`src/rspm_regs.vh`:
```
// Register offsets, field positions, reset values and timing counts
// for the reset source and power mode supervisor.
// Assumes a simple strobe-based register port with byte-wide registers.
`ifndef RSPM_REGS_VH
`define RSPM_REGS_VH

// Register offsets (byte-wide registers, word index = offset)
`define RSPM_ADDR_LOCKUP_CTRL   4'h0
`define RSPM_ADDR_STATUS_A      4'h1
`define RSPM_ADDR_STATUS_B      4'h2
`define RSPM_ADDR_PIN_FILTER    4'h3
`define RSPM_ADDR_POWER_CTRL    4'h4
`define RSPM_ADDR_PROTECT       4'h5
`define RSPM_ADDR_SLOW_DIV      4'h6
`define RSPM_ADDR_BOOT_MODE     4'h7
`define RSPM_ADDR_WIDTH         4

// Lockup control fields
`define RSPM_LOCKUP_EN_BIT      7
`define RSPM_LOCKUP_FLAG_BIT    0

// Reset cause flag positions (status byte)
`define RSPM_ST_STOP_WAKE_BIT   1
`define RSPM_ST_SLEEP_WAKE_BIT  2
`define RSPM_ST_SOFT_BIT        3
`define RSPM_ST_IWDT_BIT        4
`define RSPM_ST_EWDT_BIT        5
`define RSPM_ST_PIN_BIT         6
`define RSPM_ST_POR_BIT         7

// Status value on a power-on reset
`define RSPM_ST_POR_VALUE       8'h80

// Power control fields
`define RSPM_PC_SLEEP_BIT       0
`define RSPM_PC_STOP_BIT        1
`define RSPM_PC_SLOW_BIT        2

// Power mode codes
`define RSPM_MODE_ACTIVE        2'h0
`define RSPM_MODE_SLOW          2'h1
`define RSPM_MODE_STOP          2'h2
`define RSPM_MODE_SLEEP         2'h3

// Boot mode codes
`define RSPM_BOOT_USER          2'h0
`define RSPM_BOOT_DEBUG         2'h1
`define RSPM_BOOT_UNDEF         2'h2

// Protection unlock key, reset values
`define RSPM_PROTECT_KEY        8'hA5
`define RSPM_FILTER_RESET       8'h04
`define RSPM_SLOW_DIV_RESET     8'h01

// Reset stretch length in system clock cycles
`define RSPM_STRETCH_CYCLES     4'h8

`endif

```
`src/rspm_top.v`:
```
// Reset source ranking, reset cause status, boot strap capture and
// power mode sequencing. Assumes a byte register port and that the
// supply monitor drives por_req; retained status survives sys resets.
// How it works
// RULE1: Power-on/brown-out is top reset, resets everything; por_req keeps lockup, filter, protect and slow divide
// RULE2: Wake reset next; separate sleep/stop flags
// RULE3: Leaving sleep always goes through reset
// RULE4: Active-low reset pin ranks below wake
// RULE5: Pin reset in power-save becomes wake reset
// RULE6: Pin filtered by programmable blanking time register
// RULE7: External watchdog overflow/closed-window service resets
// RULE8: Internal watchdog, software share lowest rank
// RULE9: Hard resets switch system clock to PLL; the code does so only when strap_tms is low, otherwise clk_to_pll is cleared
// RULE10: Lockup enable bit7, flag bit0, rest zero
// RULE11: Protection blocks lockup bit writes
// RULE12: Core lockup acts like software reset
// RULE13: Status kept across resets; POR sets only flag
// RULE14: Status flags one-hot per reset cause
// RULE15: Several flags may coexist; highest ranked wins
// RULE16: Hard resets sample three boot strap pins
// RULE17: Strap 0 user mode; 1,1,0 debug
// RULE18: Four modes; sleep left only by reset
// RULE19: Slow mode divides clock by programmable factor
// RULE20: Stop gates clock; only wake/pin restart
// RULE21: Sleep wake generates reset to defaults
// RULE22: Pending requests granted sleep, stop, slow
// RULE23: Boot not relatched on soft/internal watchdog
// RULE24: Reset release synchronised to system clock
//
// The register addresses and the plain strobed port were chosen for this implementation.
`timescale 1ns/100ps
`include "rspm_regs.vh"
module rspm_top (
  input  wire       clk,
  input  wire       rst,
  input  wire       por_req,
  input  wire       reset_pin_n,
  input  wire       wake_event,
  input  wire       ext_wdt_overflow,
  input  wire       ext_wdt_closed_service,
  input  wire       int_wdt_req,
  input  wire       soft_req,
  input  wire       core_lockup,
  input  wire       strap_tms,
  input  wire       strap_port_a,
  input  wire       strap_port_b,
  input  wire [3:0] addr,
  input  wire [7:0] wdata,
  input  wire       wr_en,
  input  wire       rd_en,
  output reg  [7:0] rdata,
  output reg        sys_reset,
  output reg        clk_to_pll,
  output reg  [1:0] power_mode,
  output wire       core_clk_en,
  output reg  [1:0] boot_mode
);
  // Reset cause indices for ranking
  // Lower index means higher rank; the preemption compare relies on it
  localparam SRC_NONE = 3'h0;
  localparam SRC_POR  = 3'h1;
  localparam SRC_WAKE = 3'h2;
  localparam SRC_PIN  = 3'h3;
  localparam SRC_EWDT = 3'h4;
  localparam SRC_SOFT = 3'h5;

  reg  [7:0] lockup_ctrl_r;        // Lockup enable and flag
  reg  [7:0] status_a_r;           // Retained reset cause flags
  reg  [7:0] status_b_r;           // Copy of previous cause set
  reg  [7:0] filter_r;             // Pin blanking time in cycles
  reg  [2:0] power_req_r;          // Power-save request bits
  reg        protect_r;            // Protection active
  reg  [7:0] slow_div_r;           // Slow mode divide factor
  reg  [1:0] mode_r;               // Current power mode
  reg  [7:0] pin_cnt_r;            // Pin low duration counter
  reg        pin_hit_r;            // Filtered pin request seen
  reg  [3:0] stretch_r;            // Reset stretch counter
  reg  [2:0] src_r;                // Cause of the reset in progress
  reg  [7:0] div_cnt_r;            // Slow mode clock divider
  reg        por_done_r;           // Powered since last POR
  wire [2:0] req_sync;             // Synchronised async requests
  wire       por_s;
  wire       ewdt_s;
  wire       pin_low_s;
  wire       ewdt_req;
  wire       save_mode;
  wire       lockup_req;
  reg  [2:0] src_nxt;              // Ranked cause this cycle
  reg  [7:0] flags_nxt;            // Flags for that cause
  wire       take_cause;           // Ranked cause starts or preempts
  wire       new_reset;            // Cause arrives with no reset running

  assign ewdt_req = ext_wdt_overflow | ext_wdt_closed_service;  // RULE7

  // No reset on the synchroniser: a request already asserted at
  // reset release must still be seen afterwards.
  // Async requests cross into the clock domain before use
  rspm_sync #(
    .W (3)
  ) u_sync (
    .clk (clk),
    .rst (1'b0),
    .d   ({por_req, ewdt_req, ~reset_pin_n}),
    .q   (req_sync)
  );  // RULE24
  assign por_s     = req_sync[2];
  assign ewdt_s    = req_sync[1];
  assign pin_low_s = req_sync[0];  // RULE4

  // Stop and sleep together form power-save for the ranking logic
  assign save_mode  = (mode_r == `RSPM_MODE_STOP) || (mode_r == `RSPM_MODE_SLEEP);
  assign lockup_req = core_lockup & lockup_ctrl_r[`RSPM_LOCKUP_EN_BIT];

  // Taken when idle or when it outranks the cause in progress; equal or
  // lower ranks are dropped so a held request cannot stack resets.
  assign take_cause = (src_nxt != SRC_NONE) && (stretch_r == 4'h0 || src_nxt < src_r);
  assign new_reset  = take_cause && (stretch_r == 4'h0);

  // Pin blanking filter: a low shorter than filter_r is ignored
  // Counter saturates at the threshold instead of wrapping, so a long
  // low keeps pin_hit_r set; the request cannot vanish by overflow.
  // A zero threshold passes the pin after a single cycle.
  always @(posedge clk) begin
    if (rst) begin
      pin_cnt_r <= 8'h00;
      pin_hit_r <= 1'b0;
    end else if (!pin_low_s) begin
      pin_cnt_r <= 8'h00;
      pin_hit_r <= 1'b0;
    end else if (pin_cnt_r >= filter_r) begin
      pin_hit_r <= 1'b1;  // RULE6
    end else begin
      pin_cnt_r <= pin_cnt_r + 8'h01;
    end
  end

  // Rank sources; flags follow the one-hot cause encoding
  // Power-save blocks every source but power-on and the wake path.
  // There the pin is folded into the wake path, adding its flag to the
  // stop-wake code; sleep records no pin flag.
  // Lockup counts as a software reset only while its enable is set.
  always @* begin
    src_nxt   = SRC_NONE;
    flags_nxt = 8'h00;
    if (por_s) begin
      src_nxt   = SRC_POR;  // RULE1
      flags_nxt = `RSPM_ST_POR_VALUE;  // RULE13
    end else if ((wake_event || pin_hit_r) && save_mode) begin
      src_nxt = SRC_WAKE;  // RULE2
      if (mode_r == `RSPM_MODE_SLEEP) begin
        flags_nxt[`RSPM_ST_SLEEP_WAKE_BIT] = 1'b1;  // RULE21
      end else begin
        flags_nxt[`RSPM_ST_STOP_WAKE_BIT] = 1'b1;  // RULE14
        flags_nxt[`RSPM_ST_PIN_BIT]       = pin_hit_r;  // RULE5
      end
    end else if (pin_hit_r && !save_mode) begin
      src_nxt   = SRC_PIN;  // RULE4
      flags_nxt[`RSPM_ST_PIN_BIT] = 1'b1;
    end else if (ewdt_s && !save_mode) begin
      src_nxt   = SRC_EWDT;  // RULE7
      flags_nxt[`RSPM_ST_EWDT_BIT] = 1'b1;
    end else if (!save_mode && (int_wdt_req || soft_req || lockup_req)) begin
      src_nxt   = SRC_SOFT;  // RULE8
      flags_nxt[`RSPM_ST_IWDT_BIT] = int_wdt_req;  // RULE15
      flags_nxt[`RSPM_ST_SOFT_BIT] = soft_req | lockup_req;  // RULE12
    end
  end

  // Reset stretch: hold sys_reset for a fixed count, release on clock
  // The counter alone sets the reset length. A preempting cause reloads
  // it, so the output stays high a full stretch after the highest cause.
  // sys_reset drops on the edge where the counter reaches zero, which
  // keeps the two in step for the status and boot logic.
  always @(posedge clk) begin
    if (rst) begin
      stretch_r <= `RSPM_STRETCH_CYCLES;
      src_r     <= SRC_POR;
      sys_reset <= 1'b1;
    end else if (take_cause) begin
      // Higher rank overrides a reset already in progress
      stretch_r <= `RSPM_STRETCH_CYCLES;
      src_r     <= src_nxt;
      sys_reset <= 1'b1;  // RULE3
    end else if (stretch_r != 4'h0) begin
      stretch_r <= stretch_r - 4'h1;
      sys_reset <= (stretch_r != 4'h1);  // RULE24
    end else begin
      sys_reset <= 1'b0;
    end
  end

  // Clock source and boot straps: only hard resets switch or relatch
  // Relatch falls on the last stretch cycle, so straps must be stable
  // by then. Software and internal watchdog resets leave both the boot
  // selection and the clock source as they were.
  always @(posedge clk) begin
    if (rst) begin
      clk_to_pll <= 1'b0;
      boot_mode  <= `RSPM_BOOT_USER;
    end else if (sys_reset && stretch_r == 4'h1 && src_r != SRC_SOFT) begin
      // Follows the strap being latched now, not the old boot mode
      clk_to_pll <= !strap_tms;  // RULE9
      if (!strap_tms) begin
        boot_mode <= `RSPM_BOOT_USER;  // RULE17
      end else if (strap_port_a && !strap_port_b) begin
        boot_mode <= `RSPM_BOOT_DEBUG;  // RULE16
      end else begin
        boot_mode <= `RSPM_BOOT_UNDEF;  // RULE23
      end
    end
  end

  // Power mode sequencer; sleep is left only through the reset path
  // Sleep has no exit branch on purpose: only sys_reset brings it back
  // to active. A wake in stop also raises a wake reset through the
  // ranking logic; the stop exit branch keeps the state machine
  // consistent on that same edge.
  always @(posedge clk) begin
    if (rst || sys_reset) begin
      mode_r <= `RSPM_MODE_ACTIVE;  // RULE21
    end else begin
      case (mode_r)
        `RSPM_MODE_ACTIVE, `RSPM_MODE_SLOW: begin
          if (power_req_r[`RSPM_PC_SLEEP_BIT]) begin
            mode_r <= `RSPM_MODE_SLEEP;  // RULE22
          end else if (power_req_r[`RSPM_PC_STOP_BIT]) begin
            mode_r <= `RSPM_MODE_STOP;
          end else if (power_req_r[`RSPM_PC_SLOW_BIT]) begin
            mode_r <= `RSPM_MODE_SLOW;
          end else begin
            mode_r <= `RSPM_MODE_ACTIVE;
          end
        end
        `RSPM_MODE_STOP: begin
          // Interrupts and watchdog ignored; only wake or pin restarts
          if (wake_event) begin
            mode_r <= `RSPM_MODE_ACTIVE;  // RULE20
          end
        end
        `RSPM_MODE_SLEEP: begin
          mode_r <= `RSPM_MODE_SLEEP;  // RULE18
        end
        default: begin
          mode_r <= `RSPM_MODE_ACTIVE;
        end
      endcase
    end
  end

  // Divider: one-cycle clock enable, every slow_div_r + 1 cycles in slow mode
  // Restarts whenever slow mode is left, so entering slow mode begins
  // with an enable pulse. A factor of zero gives an enable every cycle,
  // the same as active mode.
  always @(posedge clk) begin
    if (rst || mode_r != `RSPM_MODE_SLOW || div_cnt_r >= slow_div_r) begin
      div_cnt_r <= 8'h00;
    end else begin
      div_cnt_r <= div_cnt_r + 8'h01;  // RULE19
    end
  end
  assign core_clk_en = (mode_r == `RSPM_MODE_ACTIVE) ||
                       (mode_r == `RSPM_MODE_SLOW && div_cnt_r == 8'h00);  // RULE20

  // Mode output mirrors the state register directly
  always @* begin
    power_mode = mode_r;
  end

  // Registers; status is retained over every reset but power-on
  // Order of precedence: power-on beats any other cause, a recorded
  // cause beats a software clear of the same register, and hardware
  // setting the lockup flag beats a write. Power requests are dropped
  // by every system reset so the block always restarts active.
  // Status b takes the previous set once per reset, not per preemption.
  always @(posedge clk) begin
    if (rst) begin
      lockup_ctrl_r <= 8'h00;
      status_a_r    <= 8'h00;
      status_b_r    <= 8'h00;
      filter_r      <= `RSPM_FILTER_RESET;
      power_req_r   <= 3'h0;
      protect_r     <= 1'b1;
      slow_div_r    <= `RSPM_SLOW_DIV_RESET;
      por_done_r    <= 1'b0;
    end else begin
      if (src_nxt == SRC_POR) begin
        status_a_r <= `RSPM_ST_POR_VALUE;  // RULE13
        status_b_r <= 8'h00;
        por_done_r <= 1'b1;
      end else if (take_cause) begin
        status_a_r <= status_a_r | flags_nxt;  // RULE15
        if (new_reset) begin
          status_b_r <= status_a_r;
        end
      end else if (wr_en && addr == `RSPM_ADDR_STATUS_A) begin
        status_a_r <= status_a_r & ~wdata;  // Write one to clear
      end
      if (sys_reset) begin
        power_req_r <= 3'h0;  // Power requests cleared by any reset
      end else if (wr_en && addr == `RSPM_ADDR_POWER_CTRL) begin
        power_req_r <= wdata[2:0];
      end
      if (lockup_req) begin
        lockup_ctrl_r[`RSPM_LOCKUP_FLAG_BIT] <= 1'b1;  // Set beats clear
      end else if (wr_en && addr == `RSPM_ADDR_LOCKUP_CTRL && !protect_r) begin
        lockup_ctrl_r[`RSPM_LOCKUP_FLAG_BIT] <= wdata[`RSPM_LOCKUP_FLAG_BIT];  // RULE11
      end
      if (wr_en && addr == `RSPM_ADDR_LOCKUP_CTRL && !protect_r) begin
        lockup_ctrl_r[`RSPM_LOCKUP_EN_BIT] <= wdata[`RSPM_LOCKUP_EN_BIT];  // RULE10
      end
      if (wr_en && addr == `RSPM_ADDR_PIN_FILTER) begin
        filter_r <= wdata;  // RULE6
      end
      if (wr_en && addr == `RSPM_ADDR_SLOW_DIV) begin
        slow_div_r <= wdata;
      end
      if (wr_en && addr == `RSPM_ADDR_PROTECT) begin
        protect_r <= (wdata != `RSPM_PROTECT_KEY);
      end
    end
  end

  // Read data one cycle after the read strobe, zero elsewhere
  // Registered output; unused upper bits read zero. The lockup register
  // is masked so its reserved bits never show internal state.
  always @(posedge clk) begin
    if (rst || !rd_en) begin
      rdata <= 8'h00;
    end else begin
      case (addr)
        `RSPM_ADDR_LOCKUP_CTRL: rdata <= lockup_ctrl_r & 8'h81;  // RULE10
        `RSPM_ADDR_STATUS_A:    rdata <= status_a_r;
        `RSPM_ADDR_STATUS_B:    rdata <= status_b_r;
        `RSPM_ADDR_PIN_FILTER:  rdata <= filter_r;
        `RSPM_ADDR_POWER_CTRL:  rdata <= {3'h0, mode_r, power_req_r};
        `RSPM_ADDR_PROTECT:     rdata <= {7'h00, protect_r};
        `RSPM_ADDR_SLOW_DIV:    rdata <= slow_div_r;
        `RSPM_ADDR_BOOT_MODE:   rdata <= {5'h00, por_done_r, boot_mode};
        default:                rdata <= 8'h00;
      endcase
    end
  end
endmodule // rspm_top

```
`src/rspm_sync.v`:
```
// Two-flop synchroniser for asynchronous reset request levels.
// Assumes one system clock; the first flop feeds only the second.
`timescale 1ns/100ps
module rspm_sync #(
  parameter W = 1                  // Number of bits
) (
  input  wire         clk,
  input  wire         rst,
  input  wire [W-1:0] d,
  output wire [W-1:0] q
);
  reg [W-1:0] meta_r;              // First stage, read only by second
  reg [W-1:0] sync_r;              // Second stage

  // Two-stage capture to settle metastability
  always @(posedge clk) begin
    if (rst) begin
      meta_r <= {W{1'b0}};
      sync_r <= {W{1'b0}};
    end else begin
      meta_r <= d;
      sync_r <= meta_r;
    end
  end

  assign q = sync_r;
endmodule // rspm_sync

```
`config.mk`:
```
export PLATFORM = sky130hd
export DESIGN_NAME = rspm_top
export DESIGN_NICKNAME = d
export VERILOG_FILES = /design/src/rspm_top.v /design/src/rspm_sync.v
export VERILOG_INCLUDE_DIRS = /design/src
export SDC_FILE = /design/constraint.sdc
export NUM_CORES = 1
export LEC_CHECK = 0
export BUFFER_PORTS_ARGS = -buffer_cell sky130_fd_sc_hd__buf_2
export CAP_MARGIN = 20
export CORE_MARGIN = 3
export CORE_UTILIZATION = 59
export DETAILED_ROUTE_END_ITERATION = 8
export GPL_TIMING_DRIVEN = 1
export PLACE_DENSITY = 0.89
export RECOVER_POWER = 50
export SYNTH_ARGS = -nofsm -noshare
export SYNTH_HDL_FRONTEND = slang
export SYNTH_HIERARCHICAL = 1
export SYNTH_SLANG_ARGS = --single-unit
```
`constraint.sdc`:
```
create_clock -name clk -period 3.4 [get_ports clk]
set_input_delay 0.85 -clock clk [delete_from_list [all_inputs] [get_ports clk]]
set_output_delay 0.85 -clock clk [all_outputs]
set_load 0.01 [all_outputs]
```
# Yosys cells after proc, flatten, opt, wreduce, memory -nomap -nowiden
# Cells that the tools add are included.
# word_totals
ff_bits	83
input_bits	27
out_inout_bits	15
# classes
add_sub_neg	3
n_lt_le_gt_ge	3
n_eq_ne	17
mux	32
bitwise	8
n_reduce_logical	47
# op_table
operator	n
$pmux W8 S8	1
$mux W8	3
$mux W3	7
$logic_and A1 B1 Y1	17
$add A8 B1 Y8 const B	2
$eq A4 B3 Y1 const B	4
$ge A8 B8 Y1	2
$mux W2	8
$mux W1	11
$logic_or A1 B1 Y1	10
$reduce_or A2 Y1	5
$and A8 B8 Y8	1
$eq A4 B1 Y1 const B	2
$eq A4 B2 Y1 const B	2
$logic_not A4 Y1	2
$logic_not A8 Y1	1
$ne A8 B8 Y1 const B	1
$not A8 Y8	1
$or A8 B8 Y8	1
$mux W6	1
$pmux W2 S3	1
$reduce_bool A3 Y1	2
$logic_not A1 Y1	5
$eq A2 B2 Y1 const B	2
15 further kinds	18

# Logic depth before layout (Yosys ltp)
# Gate-level depths: netlist (run 1).
# logic_depth
ltp_word	14
depth_mapped	9
mapped_depth_nobuf	8

# Modules after synthesis
# Netlist (run 1), hierarchy kept.
# modules_own_cells
mod	n_inst	cells_per_inst	area_per_inst_um2
rspm_top	1	480	4066.4
rspm_sync	1	12	157.7

# Least setup slack after synthesis (run 1)
# OpenSTA, ideal clock, no wires.
# synth_path
path_kind	input port to flip-flop
from	in core_lockup
to	reg status_a_r[3]
arrival_ps	2788
slack_ps	552
path_stages	8
cell_sequence	a211oi_2 -> a21oi_1 -> ha_1 -> a21oi_1 -> o2111ai_2 -> a31oi_4 -> nor4b_4 -> a32o_1
# synth_via
elab_chain_cells	12
# synth_rtl
element	line_no	text
start, declared	rspm_top.v:43	input wire core_lockup,
$and A1 B1 Y1 (*)	rspm_top.v:112	assign lockup_req = core_lockup & lockup_ctrl_r[`RSPM_LOCKUP_EN_BIT];
$logic_or A1 B1 Y1 (*)	rspm_top.v:162	end else if (!save_mode && (int_wdt_req || soft_req || lockup_req)) begin
$logic_and A1 B1 Y1 (*)	rspm_top.v:162	
$mux W3 (*)	rspm_top.v:162	
$mux W3 (*)	rspm_top.v:159	end else if (ewdt_s && !save_mode) begin
$mux W3 (*)	rspm_top.v:156	end else if (pin_hit_r && !save_mode) begin
$mux W3 (*)	rspm_top.v:148	end else if ((wake_event || pin_hit_r) && save_mode) begin
$mux W3 (*)	rspm_top.v:145	if (por_s) begin
net src_nxt[2]	rspm_top.v:88	reg [2:0] src_nxt;
$lt A3 B3 Y1	rspm_top.v:116	assign take_cause = (src_nxt != SRC_NONE) && (stretch_r == 4'h0 || src_nxt < src_r);
$logic_or A1 B1 Y1	rspm_top.v:116	
$logic_and A1 B1 Y1	rspm_top.v:116	
$mux W8 or $reduce_bool A2 Y1 (tied branches)	--	
end signal, assigned	rspm_top.v:287	status_a_r <= `RSPM_ST_POR_VALUE;
end signal, assigned	rspm_top.v:291	status_a_r <= status_a_r | flags_nxt;
end signal, assigned	rspm_top.v:296	status_a_r <= status_a_r & ~wdata;
end, declared	rspm_top.v:68	reg [7:0] status_a_r;
# The timed path passes the listed nets; every way through them passes the cells marked *.
# A chain may end at the register's enable or synchronous reset.

# Worst setup path in the final report (run 1)
# layout_path
from	in rst
to	reg status_a_r[6]
# layout_via
elab_chain_cells	1
# layout_rtl
element	line_no	text
start, declared	rspm_top.v:35	input wire rst,
$reduce_or A2 Y1 (no line)	--	
# Every way passes these cells.

==> reports/metrics.csv, run 1 <==
stage;metric;value;unit
finish;share of layout cells above drive strength 1;10.3;%
detailed_routing;DRC violations left;0;
clocking;H-Tree Depth;3;
power;Clk pwr share;35.7;%
die;Site Rows;30;
logic_synthesis;Syn Inst Count;492;
clocking;clock-pin slew on the worst setup and hold paths;0.09;ns
logic_synthesis;area share of the largest cell type after synthesis;39.3;%
setup_path;crit end category;flop;
job;Max Cap Viol;1;
setup_path;peak fanout along the critical path;39;
detailed_routing;mean routed wirelength per cell;17.3;microns
logic_synthesis;sequential area share after synthesis;39.3;%
power;internal power;1.60;mW
detailed_routing;post-detailed-routing wire length;10900;microns
finish;diode count;0;
placement;Placer Congestion;0.906;
logic_synthesis;post-synth top area cell;dfxtp_1;
setup_path;Crit path largest cell delay;1.32;ns
logic_synthesis;top post-synthesis cells by area;dfxtp_1, ha_1, mux2i_1;
detailed_routing;DRT Pass-1 Iters;6;
power;Comb pwr share;17.1;%
setup_path;crit path DAT;3.21;ns
logic_synthesis;Post-Synthesis Cell Area;4220;sq um
timing;final setup TNS;0;ns
setup_path;Setup CP Type;in -> reg;
clocking;Clock Sinks;83;
setup_path;R2R Setup Slk;0.53;ns
logic_synthesis;Yosys cell types;64;
global_routing;GRT Total Usage;26.9;%
timing;fin crit period;2.98;ns
logic_synthesis;synthesized flop and latch total;83;
logic_synthesis;Avg Synthesized Cell Area;8.59;sq um
detailed_routing;Vias per Instance;6.16;
setup_path;startpoint types;input port;
finish;fin area;4690;sq um
clocking;CTS tree;yes;
setup_path;Crit. path cell count;5;
detailed_routing;drt initial violations;506;
clocking;maximum buffer depth of the clock tree;2;
finish;fin nets;580;
die;I/O Pins;42;
power;P_sw;669;uW
setup_path;Critical Path, Cell by Cell;clkbuf_1 > nor2_1 > nand4_1 > o32a_1 > o31ai_1;
detailed_routing;DR vias;3879;
global_routing;vias in the first global route;3625;
hold_path;HP Class;reg -> reg;
placement;placed cell areas;4490;sq um
placement;Port Buffer Count;41;
clocking;Post-CTS Repair Setup Buffers;0;
logic_synthesis;prevailing post-synth register cell;dfxtp_1;
clocking;post_cts resized;0;
setup_path;CP max-delay cell;clkbuf_1;
setup_path;Worst EP required;3.63;ns
global_routing;initial antenna violation count;0;
clocking;hold-fix buffers at CTS;0;
global_routing;largest net degree at the start of global routing;40;
clocking;clock root buffer;clkbuf_8;
timing;Worst slew margin;-25.0;%
clocking;CTS buffer count;9;
global_routing;first-pass GRT wire length;17800;microns
global_routing;total global routing overflow;0;
die;die height;90.6;microns
setup_path;buffers plus inverters on the worst setup path;1;
hold_path;Cells on Worst Hold Path;1;
die;die area;8210;sq um
outcome;violated checks;max-capacitance violations, max-slew violations;
timing;Worst Clk Skew;0.0115;ns
finish;Layout area overhead;11.1;%
power;leakage power;1.76;nW
setup_path;R2R depth;8;
outcome;status;finished with violations;
timing;worst-margin pin slew;1.88;ns
logic_synthesis;Yosys warnings;6;
detailed_routing;Final ANT Viol Nets;0;
die;Initial Utilization;61.5;%
timing;fin crit share;87.5;%
timing;Max Clock Freq;0.336;GHz
logic_synthesis;Async SR Flop Fraction;0;%
timing;fin. max-slew vios;40;
die;Die Width;90.6;microns
timing;final setup vio count;0;
power;switch share;29.5;%
timing;Final Hold Viols;0;
placement;DPL Wire Length;7790;microns
power;Flop pwr share;47.2;%
timing;RSZ-0062 raised after global routing;no;
setup_path;delay-heaviest family, CP;buffers and inverters;
power;Pwr Total;2.27;mW
logic_synthesis;Post-synth EDFFs;0;
timing;hold slack;0.447;ns
power;worst vdd ir;0.000335;V
power;Pwr Density;483;nW/um^2
clocking;worst-skew pair later-pin latency;0.36;ns
die;CORE AREA;6870;sq um
[per-layer routing]
layer | part of all wire (%) | vias up | wire, microns | GRT usage [%]
met5 | 0 | - | 0 | 0
met4 | 3.8 | 0 | 409 | 15.3
met3 | 7.5 | 45 | 818 | 5.00
met2 | 48 | 207 | 5230 | 44.4
met1 | 41 | 1802 | 4440 | 32.8
li1 | - | 1825 | - | -
[final timing paths]
path / endpoint / from
worst max-delay path: status_a_r[6]$_SDFFE_PP0P_ / rst
worst min-delay path: u_sync/q[1]$_SDFF_PP0_ / u_sync/meta_r[1]$_SDFF_PP0_
worst max register to register: status_a_r[3]$_SDFFE_PP0P_ / pin_hit_r$_SDFFE_PP0P_
worst min register to register: u_sync/q[1]$_SDFF_PP0_ / u_sync/meta_r[1]$_SDFF_PP0_
[cells in the final DEF (no fill, tap or decap), types with 7 or more instances in the layout]
cell      Yosys  layout
nor2b_1      12      12
nand3_1      27      27
nand2_1      46      46
nor2_1       48      48
nand2b_1     10      10
dfxtp_1      83      83
mux2i_1      22      22
clkbuf_8      0       9
a211oi_1     14      14
ha_1         24      24
inv_1        32      32
clkbuf_1     11      15
a21oi_1      37      37
o21ai_0       8       8
nor3_1        9       9
buf_2         7      27
a221oi_1      7       7
[power groups by stage]
stage | Clock, mW | Combinational [mW] | Sequential (mW)
final | 0.810 | 0.386 | 1.07
after global routing | 0.855 | 0.423 | 1.08
after CTS | 0.811 | 0.384 | 1.07
after detailed placement | 0 | 0.380 | 1.09
after global placement | 0 | 0.363 | 1.09
after floorplan | 0 | 0.290 | 1.08
[final cells by class]
type                    instances  area, sq um
multi-input cells             360         2370
inverters                      32          120
flip-flops and latches         83         1660
repair buffers                 43          199
well taps                      96          120
fillers                       566         2180
clock buffers                   9          124
clock inverters                 7         98.8
[synth_stat cells, drive strengths merged, types with 4 or more instances]
| library cell | number |
|---|---|
| mux2i | 22 |
| nor4 | 4 |
| nor3 | 9 |
| xnor2 | 6 |
| nand2b | 10 |
| buf | 11 |
| dfxtp | 83 |
| nand4 | 4 |
| nand3 | 27 |
| a221oi | 7 |
| inv | 32 |
| ha | 24 |
| nor2b | 12 |
| clkbuf | 11 |
| and3 | 6 |
| a21oi | 37 |
| a211oi | 15 |
| o21ai | 11 |
| nor2 | 49 |
| nand2 | 46 |
[stage by stage]
| step | instances | utilization [%] | worst slack (ns) |
|---|---|---|---|
| 2_1_floorplan | 497 | - | 0.552 |
| 3_3_place_gp | 614 | 65.4 | 0.248 |
| 3_5_place_dp | 614 | 65.4 | 0.152 |
| 4_1_cts | 630 | 68.6 | 0.503 |
| 5_1_grt | 630 | 68.3 | 0.255 |
| 6_report | 630 | 68.3 | 0.424 |
[sequential cells by signal (all words and copies together) (netlist names), 3 cells and up, named ones only]
register,count
stretch_r,4
src_r,3
pin_cnt_r,8
slow_div_r,8
power_req_r,3
filter_r,8
status_b_r,8
status_a_r,7
u_sync/q,3
u_sync/meta_r,3
rdata,8
div_cnt_r,8
[logic make-up after synthesis]
| kind of cell | Yosys count | share of synthesized area (%) |
|---|---|---|
| AO/OA/AOI/OAI | 110 | 18.5 |
| XOR/XNOR | 8 | 1.66 |
| adder cells (fa/ha/maj) | 24 | 7.11 |
| buffers and inverters | 54 | 5.01 |
| flip-flops | 83 | 39.3 |
| multiplexers | 24 | 5.75 |
| other | 1 | 0.0888 |
| AND/OR/NAND/NOR | 188 | 22.5 |
Power figures use the tool's default switching activity.
==> inputs of run 2 (changes only) <==
- CORE_MARGIN: 3 -> 8
==> run 2 against run 1 <==
The flow now finishes without violations; final area decreased by 0.96%; global-route usage fell by 4.7 points; via count down 0.26%; clock skew fell by 0.0026 ns; first-iteration DRC count is 31% lower; sequential share of layout area up 0.34 points; core utilization shrank 2.8 points; fmax barely moved; sequential cell count is the same; combinational power barely moved; total power decreased by 7.7%; critical path type unchanged.
==> reports/metrics.csv, run 2 (synthesis gave the netlist of run 1 again) <==
stage;metric;value;unit;change
outcome;status;completed;;
finish;share of layout cells above drive strength 1;9.93;%;-0.37 points
finish;fin area;4650;sq um;-0.96%
setup_path;crit path DAT;3.27;ns;+0.06 ns
die;die height;101;microns;+11%
placement;Placed Cells;618;;+0.65%
hold_path;WHS Endpoint;u_sync/q[0]$_SDFF_PP0_;;
power;worst vdd ir;0.000314;V;-6.3%
clocking;clock-pin slew on the worst setup and hold paths;0.08;ns;about the same
job;Max Cap Viol;0;;-1
placement;placed cell areas;4500;sq um;+0.25%
die;Site Rows;31;;+3.3%
global_routing;largest net degree at the start of global routing;23;;-43%
clocking;Post-CTS Repair Setup Buffers;0;;unchanged
timing;fin. max-slew vios;0;;-100%
placement;Placement Setup Slack;0.149;ns;-0.00278 ns
finish;Layout area overhead;10.0;%;
global_routing;GRT Total Usage;22.2;%;-4.7 points
placement;Port Buffer Count;41;;unchanged
setup_path;crit end category;flop;;
die;Die Width;101;microns;+11%
timing;Final WS setup;0.423;ns;-0.000237 ns
setup_path;delay-heaviest family, CP;compound AO/OA/AOI/OAI gates;;
finish;register area;1660;sq um;unchanged
clocking;Clock Sinks;83;;unchanged
global_routing;vias in the first global route;3744;;+3.3%
timing;RSZ-0062 raised after global routing;no;;
finish;most common cell after layout, fill and taps aside;dfxtp_1;;
setup_path;Setup CP Type;in -> reg;;
placement;DPL Wire Length;7810;microns;+0.20%
clocking;maximum buffer depth of the clock tree;2;;unchanged
die;die area;10100;sq um;+23%
setup_path;R2R Setup Slk;0.58;ns;+0.05 ns
timing;fin crit share;87.5;%;about the same
global_routing;total global routing overflow;0;;unchanged
finish;most frequent cells in the layout;dfxtp_1, nor2_1, nand2_1;;
timing;worst-margin pin slew;1.11;ns;-0.769 ns
setup_path;R2R depth;8;;unchanged
setup_path;Reg-to-Reg End;status_a_r[3]$_SDFFE_PP0P_;;
hold_path;Hold Crit Start;u_sync/meta_r[0]$_SDFF_PP0_;;
clocking;post_cts resized;0;;unchanged
timing;final setup TNS;0;ns;unchanged
clocking;CTS tree;yes;;
timing;fin crit period;2.98;ns;+0.000237 ns
die;CORE AREA;7100;sq um;+3.3%
detailed_routing;post-detailed-routing wire length;10700;microns;-1.8%
setup_path;buffers plus inverters on the worst setup path;1;;unchanged
finish;area taken by multi-input logic gates;2370;sq um;unchanged
global_routing;first-pass GRT wire length;17900;microns;+0.74%
detailed_routing;Final ANT Viol Nets;0;;unchanged
hold_path;HP Class;reg -> reg;;
timing;Final Hold Viols;0;;unchanged
timing;Worst slew margin;26.3;%;+51 points
clocking;clock root buffer;clkbuf_8;;
detailed_routing;Vias per Instance;6.11;;-0.73%
die;Initial Utilization;59.5;%;-2.0 points
detailed_routing;drt initial violations;351;;-31%
setup_path;Critical Path, Cell by Cell;buf_2 > a211oi_2 > a21oi_1 > ha_1 > a21oi_1 > o2111ai_2 > a31oi_4 > nor4b_4 > a32o_1;;
timing;hold slack;0.446;ns;-0.00160 ns
setup_path;peak fanout along the critical path;10;;-74%
detailed_routing;DRT Pass-1 Iters;7;;+1
setup_path;crit-path most repeated cell;a21oi_1;;
power;Pwr Density;450;nW/um^2;-6.8%
hold_path;Cells on Worst Hold Path;1;;unchanged
setup_path;startpoint types;input port;;
global_routing;initial antenna violation count;0;;unchanged
placement;Placer Congestion;0.923;;+1.9%
clocking;worst-skew pair later-pin latency;0.35;ns;about the same
finish;fin nets;581;;+0.17%
finish;Fillers;568;;+0.35%
timing;Worst Clk Skew;0.00885;ns;-0.00262 ns
detailed_routing;mean routed wirelength per cell;16.9;microns;-2.2%
finish;fin cells;633;;+0.48%
die;I/O Pins;42;;unchanged
finish;diode count;0;;unchanged
timing;Max Clock Freq;0.336;GHz;about the same
clocking;H-Tree Depth;3;;unchanged
setup_path;CP max-delay cell;a211oi_2;;
detailed_routing;DRC violations left;0;;unchanged
clocking;CTS buffer count;9;;unchanged
setup_path;Crit path largest cell delay;0.43;ns;-0.89 ns
setup_path;Worst EP required;3.69;ns;+0.06 ns
timing;final setup vio count;0;;unchanged
detailed_routing;DR vias;3869;;-0.26%
power;leakage power;1.74;nW;-1.3%
clocking;hold-fix buffers at CTS;0;;unchanged
setup_path;reg2reg start;u_sync/q[2]$_SDFF_PP0_;;
==> run 2: changes by cell type in the layout (fill, tap and decap cells not counted), sizes merged <==
cell	change
bufinv	-2
clkbuf	+3
clkinv	+1
inv	-2
==> run 2: layout make-up <==
class / count / area share, %
multi-input cells: 360 / 51.0
well taps: 99 / 2.66
clock inverters: 4 / 0.565
inverters: 32 / 2.58
repair buffers: 44 / 4.41
clock buffers: 11 / 3.04
flip-flops and latches: 83 / 35.7
==> run 2: through the flow <==
stage | total power [mW] | util (%)
finish | 2.09 | 65.5
global route | 2.19 | 65.5
CTS | 2.09 | 65.8
detailed placement | 1.47 | 63.4
global placement | 1.45 | 63.4
floorplan | 1.37 | -
==> run 2: routing by layer <==
layer	vias to the layer above	global-route usage (%)	wire, microns	part of all wire, %
met5	-	0	0	0
met4	0	15.6	504	4.7
met3	43	5.04	950	8.9
met2	195	34.5	4810	45
met1	1804	26.6	4440	41
li1	1827	-	-	-
==> run 2: worst max-delay path by stage <==
stage | start | endpoint | slack [ns] | cells after the start
3_5_place_dp | core_lockup | status_a_r[3]$_SDFFE_PP0P_ | 0.15 | 9
6_report | core_lockup | status_a_r[3]$_SDFFE_PP0P_ | 0.42 | 9
5_1_grt | core_lockup | status_a_r[3]$_SDFFE_PP0P_ | 0.26 | 9
2_1_floorplan | core_lockup | status_a_r[3]$_SDFFE_PP0P_ | 0.55 | 8
4_1_cts | core_lockup | status_a_r[3]$_SDFFE_PP0P_ | 0.48 | 9
3_3_place_gp | core_lockup | status_a_r[4]$_SDFFE_PP0P_ | 0.25 | 9
==> run 2: power breakdown <==
| group | total (mW) | internal (mW) | switching (mW) | leakage [nW] |
|---|---|---|---|---|
| clock | 0.632 | 0.282 | 0.350 | 0.0856 |
| sequential | 1.07 | 1.02 | 0.0494 | 0.673 |
| combinational | 0.389 | 0.155 | 0.234 | 0.984 |
